==> config.mk <==
export PLATFORM = sky130hd
export DESIGN_NAME = psai_ctrl
export DESIGN_NICKNAME = d
export VERILOG_FILES = /design/src/psai_pkg.sv /design/src/psai_sar_step.sv /design/src/psai_ctrl.sv
export VERILOG_INCLUDE_DIRS = /design/src
export SDC_FILE = /design/constraint.sdc
export NUM_CORES = 1
export LEC_CHECK = 0
export ABC_AREA = 1
export BUFFER_PORTS_ARGS = -buffer_cell sky130_fd_sc_hd__buf_2
export CAP_MARGIN = 10
export CORE_AREA = 2 2 66 68
export CTS_BUF_LIST = sky130_fd_sc_hd__clkbuf_8
export CTS_CLUSTER_SIZE = 20
export DETAILED_ROUTE_END_ITERATION = 8
export DIE_AREA = 0 0 68 70
export MAX_ROUTING_LAYER = met4
export PLACE_DENSITY = 0.79
export SYNTH_ARGS = -nofsm -noshare
export SYNTH_HDL_FRONTEND = slang
export SYNTH_SLANG_ARGS = --single-unit
==> constraint.sdc <==
create_clock -name ref_clk -period 2 [get_ports ref_clk]
set_input_delay 0.4 -clock ref_clk [delete_from_list [all_inputs] [get_ports ref_clk]]
set_output_delay 0.4 -clock ref_clk [all_outputs]
set_load 0.1 [all_outputs]
==> src/psai_defines.svh <==
// constants for the parallel sar converter control block
`ifndef PSAI_DEFINES_SVH
`define PSAI_DEFINES_SVH
`define PSAI_RES_W 12
`define PSAI_CONV_CLKS 16
`define PSAI_SAR_BITS 12
`define PSAI_CNT_W 5
`define PSAI_CLK_NS 25
`define PSAI_BUSY_MAX_NS 20
`define PSAI_BUSY_CYC ((`PSAI_BUSY_MAX_NS / `PSAI_CLK_NS) < 1 ? 1 : (`PSAI_BUSY_MAX_NS / `PSAI_CLK_NS))
`define PSAI_RESULT_RST 12'h000
`endif

==> src/psai_pkg.sv <==
// types for the parallel sar converter control block
package psai_pkg;
  typedef enum logic [1:0] {PSAI_IDLE, PSAI_ARM, PSAI_CONV} psai_state_e;
endpackage

==> src/psai_sar_step.sv <==
// one successive approximation step on the trial code
`timescale 1ns/10ps
`include "psai_defines.svh"
module psai_sar_step
  import psai_pkg::*;
(
  input wire logic [`PSAI_RES_W-1:0] code_in,
  input wire logic [`PSAI_CNT_W-1:0] bit_idx,
  input wire logic comp_keep,
  output logic [`PSAI_RES_W-1:0] code_out
);
  // decide current bit, set next lower
  always_comb
  begin
    code_out = code_in;
    for (int i = 0; i < `PSAI_RES_W; i++)
    begin
      if (bit_idx == 5'(`PSAI_RES_W - 1 - i))
      begin
        code_out[i] = comp_keep;
        if (i > 0)
        begin
          code_out[i-1] = 1'b1;
        end
      end
    end
  end
endmodule // psai_sar_step

==> src/psai_ctrl.sv <==
// control and host interface of the parallel sar converter
`timescale 1ns/10ps
`include "psai_defines.svh"
// How it works
// - write strobe falling edge starts conversion
// - conversion begins at next conversion_clock rise
// - one bit per clock, msb first
// - busy low within 20ns of strobe
// - busy stays low until conversion done
// - result valid when busy rises
// - result is unsigned straight binary
// - bus driven only when cs and rd low
// - rd rise with addr low high powers down
// - power-down stops analog and digital circuitry
// - rd rise with addr low low wakes
// - sixteen conversion clocks per conversion
module psai_ctrl
  import psai_pkg::*;
(
  input wire logic ref_clk,
  input wire logic sys_rst,
  input wire logic cs_n,
  input wire logic wr_n,
  input wire logic rd_n,
  input wire logic channel_addr_low,
  input wire logic channel_addr_high,
  input wire logic conversion_clock,
  input wire logic comp_out,
  output logic busy_n,
  output logic [1:0] chan_sel,
  output logic sample_en,
  output logic [`PSAI_RES_W-1:0] capacitive_dac_array,
  output logic power_down,
  output logic [`PSAI_RES_W-1:0] data_out,
  output logic [`PSAI_RES_W-1:0] data_oe
);
  typedef struct packed {
    psai_state_e st;
    logic wr_d;
    logic rd_d;
    logic clk_d;
    logic busy_n;
    logic [1:0] chan;
    logic [`PSAI_CNT_W-1:0] cnt;
    logic [`PSAI_RES_W-1:0] trial;
    logic [`PSAI_RES_W-1:0] result;
    logic pd;
  } psai_state_s;

  psai_state_s cur_ff;
  psai_state_s nxt_cur;
  logic [`PSAI_RES_W-1:0] step_code;
  logic wr_fall;
  logic rd_rise;
  logic clk_rise;
  logic rd_en;
  logic start_ok;
  logic pd_gate;
  logic pd_enter;
  logic pd_wake;
  logic busy_now_n;
  logic [`PSAI_RES_W-1:0] park_code;

  psai_sar_step u_step (
    .code_in(cur_ff.trial),
    .bit_idx(cur_ff.cnt),
    .comp_keep(comp_out),
    .code_out(step_code)
  );

  assign wr_fall = cur_ff.wr_d & ~wr_n & ~cs_n;
  assign rd_rise = ~cur_ff.rd_d & rd_n;
  // conversion_clock is far slower than ref_clk,
  // so one flop of history sees every rise
  assign clk_rise = ~cur_ff.clk_d & conversion_clock;

  // start needs idle, awake, cs low
  assign start_ok = wr_fall && (cur_ff.st == PSAI_IDLE) && !cur_ff.pd && !sys_rst;
  // only an idle, not busy part obeys rd
  assign pd_gate = (cur_ff.st == PSAI_IDLE) && cur_ff.busy_n && !cs_n && rd_rise;
  // low line high on rd rise sleeps
  assign pd_enter = pd_gate && channel_addr_low;
  // low line low on rd rise wakes
  assign pd_wake = pd_gate && !channel_addr_low;

  always_comb
  begin
    nxt_cur = cur_ff;
    nxt_cur.wr_d = wr_n;
    nxt_cur.rd_d = rd_n;
    nxt_cur.clk_d = conversion_clock;
    case (cur_ff.st)
      PSAI_IDLE:
      begin
        // start on strobe fall with cs low
        if (start_ok)
        begin
          // registered busy drops on the next ref_clk edge
          nxt_cur.busy_n = 1'b0;
          nxt_cur.chan = {channel_addr_high, channel_addr_low};
          nxt_cur.st = PSAI_ARM;
        end
      end
      PSAI_ARM:
      begin
        // wait for first conversion clock rise
        if (clk_rise)
        begin
          nxt_cur.cnt = '0;
          nxt_cur.trial = {1'b1, {(`PSAI_RES_W-1){1'b0}}};
          nxt_cur.st = PSAI_CONV;
        end
      end
      PSAI_CONV:
      begin
        if (clk_rise)
        begin
          // bits resolved in clocks 1 to 12
          if (cur_ff.cnt < 5'(`PSAI_SAR_BITS))
          begin
            nxt_cur.trial = step_code;
          end
          if (cur_ff.cnt == 5'(`PSAI_CONV_CLKS - 1))
          begin
            nxt_cur.result = cur_ff.trial;
            nxt_cur.busy_n = 1'b1;
            nxt_cur.st = PSAI_IDLE;
          end
          else
          begin
            nxt_cur.cnt = cur_ff.cnt + 5'h01;
          end
        end
      end
      default:
      begin
        nxt_cur.st = PSAI_IDLE;
      end
    endcase
    if (pd_enter)
    begin
      nxt_cur.pd = 1'b1;
    end
    // rd rise with low line low wakes
    else if (pd_wake)
    begin
      nxt_cur.pd = 1'b0;
    end
    // sar state cleared while asleep
    // so a wake never resumes a stale code
    if (cur_ff.pd)
    begin
      nxt_cur.cnt = '0;
      nxt_cur.trial = '0;
    end
    if (sys_rst)
    begin
      nxt_cur = '0;
      nxt_cur.st = PSAI_IDLE;
      nxt_cur.wr_d = 1'b1;
      nxt_cur.rd_d = 1'b1;
      nxt_cur.busy_n = 1'b1;
      nxt_cur.result = `PSAI_RESULT_RST;
    end
  end

  // one register for all state; the synchronous
  // reset is already folded into nxt_cur
  always_ff @(posedge ref_clk)
  begin
    cur_ff <= nxt_cur;
  end

  // busy falls in the start cycle itself
  // the registered copy alone would be 25ns late
  assign busy_now_n = cur_ff.busy_n & ~start_ok;
  assign busy_n = busy_now_n;
  assign chan_sel = cur_ff.chan;
  // sample while idle; held during conversion
  assign sample_en = (cur_ff.st == PSAI_IDLE) && !cur_ff.pd;
  // analog array parked when powered down
  // so no switched charge reaches the reference
  assign park_code = '0;
  assign capacitive_dac_array = cur_ff.pd ? park_code : cur_ff.trial;
  assign power_down = cur_ff.pd;
  assign data_out = cur_ff.result;
  // drive only with cs and rd low
  assign rd_en = ~cs_n & ~rd_n;
  for (genvar b = 0; b < `PSAI_RES_W; b++)
  begin : g_oe
    assign data_oe[b] = rd_en;
  end
endmodule // psai_ctrl

# ---- Yosys cells after proc, flatten, opt, wreduce, memory -nomap -nowiden
# Cells that the tools add are included.
# Widths: inputs -> output; s select.
dict set report word_totals {
  regBits 38
  in_bits 9
}
dict set report classes {
  add_sub_neg 1
  order_cmp 1
  eq_ne 32
  muxes 30
  n_bitwise 12
  n_reduce_logical 36
}
# op n
set op_table {}
lappend op_table {{$reduce_and 5->1} 12}
lappend op_table {{$mux 12} 3}
lappend op_table {{$pmux 17 s2} 1}
lappend op_table {{$ne 3x1->1 const B} 11}
lappend op_table {{$mux 2} 15}
lappend op_table {{$mux 29} 1}
lappend op_table {{$eq 5x4->1 const B} 5}
lappend op_table {{$eq 5x3->1 const B} 4}
lappend op_table {{$mux 17} 1}
lappend op_table {{$ne 2x2->1 const B} 6}
lappend op_table {{$reduce_and 4->1} 3}
lappend op_table {{$eq 5x2->1 const B} 2}
lappend op_table {{$logic_and 1x1->1} 9}
lappend op_table {{$and 1x1->1} 6}
lappend op_table {{$not 1->1} 6}
lappend op_table {{$pmux 2 s3} 1}
lappend op_table {{$reduce_bool 2->1} 3}
lappend op_table {{$add 5x1->5 const B} 1}
lappend op_table {{$eq 5x1->1 const B} 1}
lappend op_table {{$logic_not 5->1} 1}
lappend op_table {{$lt 5x4->1 const B} 1}
lappend op_table {{$mux 1} 5}
lappend op_table {{$mux 5} 1}
lappend op_table {{$logic_not 1->1} 4}
lappend op_table {{other kinds (9)} 9}

# ---- Longest topological paths before layout
dict set report depth {
  depth_word 16
  ltp_mapped 10
}

# ---- Cells and area by module
# From an unflattened synthesis, not the netlist that was laid out.
dict set report unflattened {
  hier_cells 364
  area_unflattened_um2 2329.7
}
# mod instances cells_each area_each_um2 seq_area_each_um2
set by_module_without_submodules {}
lappend by_module_without_submodules {psai_ctrl 1 297 2005.7 760.7}
lappend by_module_without_submodules {psai_sar_step 1 67 324.1 0.0}

# ---- Worst setup path after synthesis
# OpenSTA, ideal clock, no wires.
dict set report synth_timing {
  kind {register to output}
  start {reg cur_ff, in the netlist power_down}
  end {out busy_n}
  arrival_time_ns 2.553
  required_time_ns 1.600
  path_slack_ns -0.953
  stages_incl_launch_ff 7
  path_buffers 0
  path_cell_list {dfxtp_1 > inv_1 > nand2_1 > inv_1 > nand2_1 > nand2_1 > inv_1}
}
dict set report synth_between {
  elab_chain_len 5
}
# item line
set synth_rtl {}
lappend synth_rtl {{start: declaration} psai_ctrl.sv:50} ;# psai_state_s cur_ff;
lappend synth_rtl {{start signal: assignment} psai_ctrl.sv:171} ;# cur_ff <= nxt_cur;
lappend synth_rtl {{$logic_not 1->1} psai_ctrl.sv:78} ;# assign start_ok = wr_fall && (cur_ff.st == PSAI_IDLE) && !cur_ff.pd && !sys_rst;
lappend synth_rtl {{$logic_and 1x1->1 (2 in a row)} psai_ctrl.sv:78}
lappend synth_rtl {{$not 1->1} psai_ctrl.sv:176} ;# assign busy_now_n = cur_ff.busy_n & ~start_ok;
lappend synth_rtl {{$and 1x1->1} psai_ctrl.sv:176}
lappend synth_rtl {{end: declaration} psai_ctrl.sv:29} ;# output logic busy_n,
# No other way between the ends.

# ---- Final worst setup path
# Same ends and word-level chain as after synthesis.

==> metrics.txt <==
status finished clean; pre-CTS setup slack 0.103 ns; Max IR drop VDD 262 µV; vias 2,002; first-pass GRT wire length 7330 µm; Yosys warnings 0; most instantiated cells after synthesis 64 x nand2_1, 58 x nor2_1, 38 x dfxtp_1; Starting DRT DRC Count 125; Synth Net Count 340; router iterations before antenna repair 4; crit path DAT 1.48 ns; Reg2Reg Setup Slack 0.32 ns; cells after synthesis 326; Async SR Flop Fraction 0%; Yosys top cell area share 36.0%; Routed WL per cell 10.8 µm; Pwr Density 733 nW/µm²; Hold Crit Class in -> reg; share of layout cells above drive strength 1 21.6%; Fmax 0.533 GHz; Setup Buffers After CTS 0; Reg2Reg Capture Point data_out[8]; Final Hold Viols 0; top cells by area, synth dfxtp_1 36%, nand2_1 11%, nor2_1 10%; Post-DRT Antenna Nets 0; Setup Skew 0.0121 ns; Cell Rows 24; Fin Setup TNS 0 ns; Hold Path End cur_ff[35]; Register-to-Register Path Depth 9; Inserted Clock Buffers 5; Initial Utilization 51.0%; DRC 0; CTS Hold Bufs 0; Rel. slew slack 67.6%; Leak 1.22 nW; Final Max Slew Viols 0; grt ovf 0; Post-synth EDFFs 0; hold_ws 0.310 ns; IO Pins 50; Top FF cell, synth dfxtp_1; Die ar. 4760 µm²; Cell variety after synth 18; fin worst setup slack 0.123 ns; final non-filler cell total 408; cell area after synthesis 2110 µm²; clk_lat worst skew 0.30 ns; CP Launch Type register; Final HPWL DP 3270 µm; Buffers on Ports 49; CTS tree built; Root Buffer clkbuf_8; via count of the first global-routing pass 1,687; Worst Path Max Fanout 15; Clock Pin Slew Worst Setup and Hold Paths 0.08 ns; total placed cells including tap cells 400; Final nets 369; Area Overhead vs Synth 21.4%; die span in y 70 µm; worst r2r src cur_ff[26]; Yosys reg bits 38; Max-Cap Viols 0; Worst EP required 1.60 ns; final worst path period share 93.9%; Post-Route WL 4430 µm; Placer Congestion 0.904; Final setup viols 0; Ant. Diodes 0; initial antenna violation count 0; Vias/cell 4.91; CTS Buffer Depth 2; post-layout minimum cycle time 1.88 ns; leading area contributor after synthesis dfxtp_1; top-count cell post-synth nand2_1; total track usage 20.1%; Hold Path Origin wr_n; Die Width 68 µm; core area 4140 µm²; Synth Area per Inst 6.49 µm²; Worst Tran Pin Value 0.489 ns; H-tree Lvls 2; sequential share of the synthesized area 36.0%; hold path depth 2; Sinks on Clock Net 38; largest net degree at the start of global routing 26; RSZ-0062 raised after global routing no; CP endpoint kind output port; post-layout utilization of the core 62.0%; kind of critical path reg -> out
==> metrics by stage <==
stage	instance area (µm²)	power [mW]
2_1_floorplan	2130	1.14
3_3_place_gp	2450	1.23
3_5_place_dp	2450	1.23
4_1_cts	2560	1.89
5_1_grt	2570	1.95
6_report	2570	1.88
==> power breakdown <==
part / switching (mW) / leakage (nW) / internal [mW]
Combinational: 0.326 / 0.853 / 0.107
Sequential: 0.0102 / 0.309 / 0.776
Clock: 0.291 / 0.0547 / 0.372
==> repair_timing <==
item / in CTS / in global routing
pin swaps: 0 / 0
setup endpoints to repair: 1 / 1
gates resized for setup: 1 / 1
==> cell families (layout without fill, tap and decap cells) <==
family                     count (synthesis)  in the layout  synth area share, %
AOI/OAI and AO/OA                         50             50                 11.8
and+or+nand+nor                          163            163                 32.0
buffers and inverters                     70            100                 17.2
DFF                                       38             38                 36.0
adders and majority gates                  5              5                 2.96
==> area by class of cell <==
cell class / count / area, µm²
fillers: 368 / 1580
multi-input cells: 218 / 990
flip-flops and latches: 38 / 764
repair buffers: 55 / 489
inverters: 37 / 146
clock buffers: 5 / 68.8
well taps: 52 / 65.1
clock inverters: 3 / 43.8
==> critical path, stage by stage (launching register included) <==
cell	delay, ns
dfxtp_4	0.44
inv_1	0.07
nand2_1	0.11
clkinvlp_4	0.09
nand2_1	0.08
nand2_1	0.09
clkinvlp_4	0.08
buf_6	0.21
==> registers in the layout, summed over array words and instances (netlist names) <==
register	cells
data_out	12
power_down	1
cur_ff	23
chan_sel	2
==> cells in the final DEF, fill, tap and decap left out, drive strengths merged <==
cell,netlist,routed
or2,2,2
bufinv,0,1
nor3,3,3
nand2,64,64
clkinvlp,0,3
inv,37,36
nand4,1,1
buf,29,55
nor2,62,62
dfxtp,38,38
nand3,31,31
o21ai,20,20
clkbuf,4,5
ha,5,5
a21oi,30,30
==> per-layer routing <==
metal  routed length, µm  up-vias  global-route usage [%]
met3                 184        8                    4.51
met2                2070       53                    31.7
met5                   0        -                       -
li1                    -     1060                       -
met1                2110      881                    25.0
met4                  68        0                    7.11
==> how the worst max path moves through the flow <==
stage | start | end | slack, ns | cells past startpoint
after floorplan | power_down | capacitive_dac_array[0] | -0.36 | 2
after global placement | wr_n | busy_n | 0.12 | 7
after CTS | power_down | busy_n | 0.06 | 7
after detailed placement | wr_n | busy_n | 0.10 | 7
final | power_down | busy_n | 0.12 | 7
after global routing | power_down | busy_n | 0.03 | 7
Note: power is estimated with default switching activity, not from simulation.
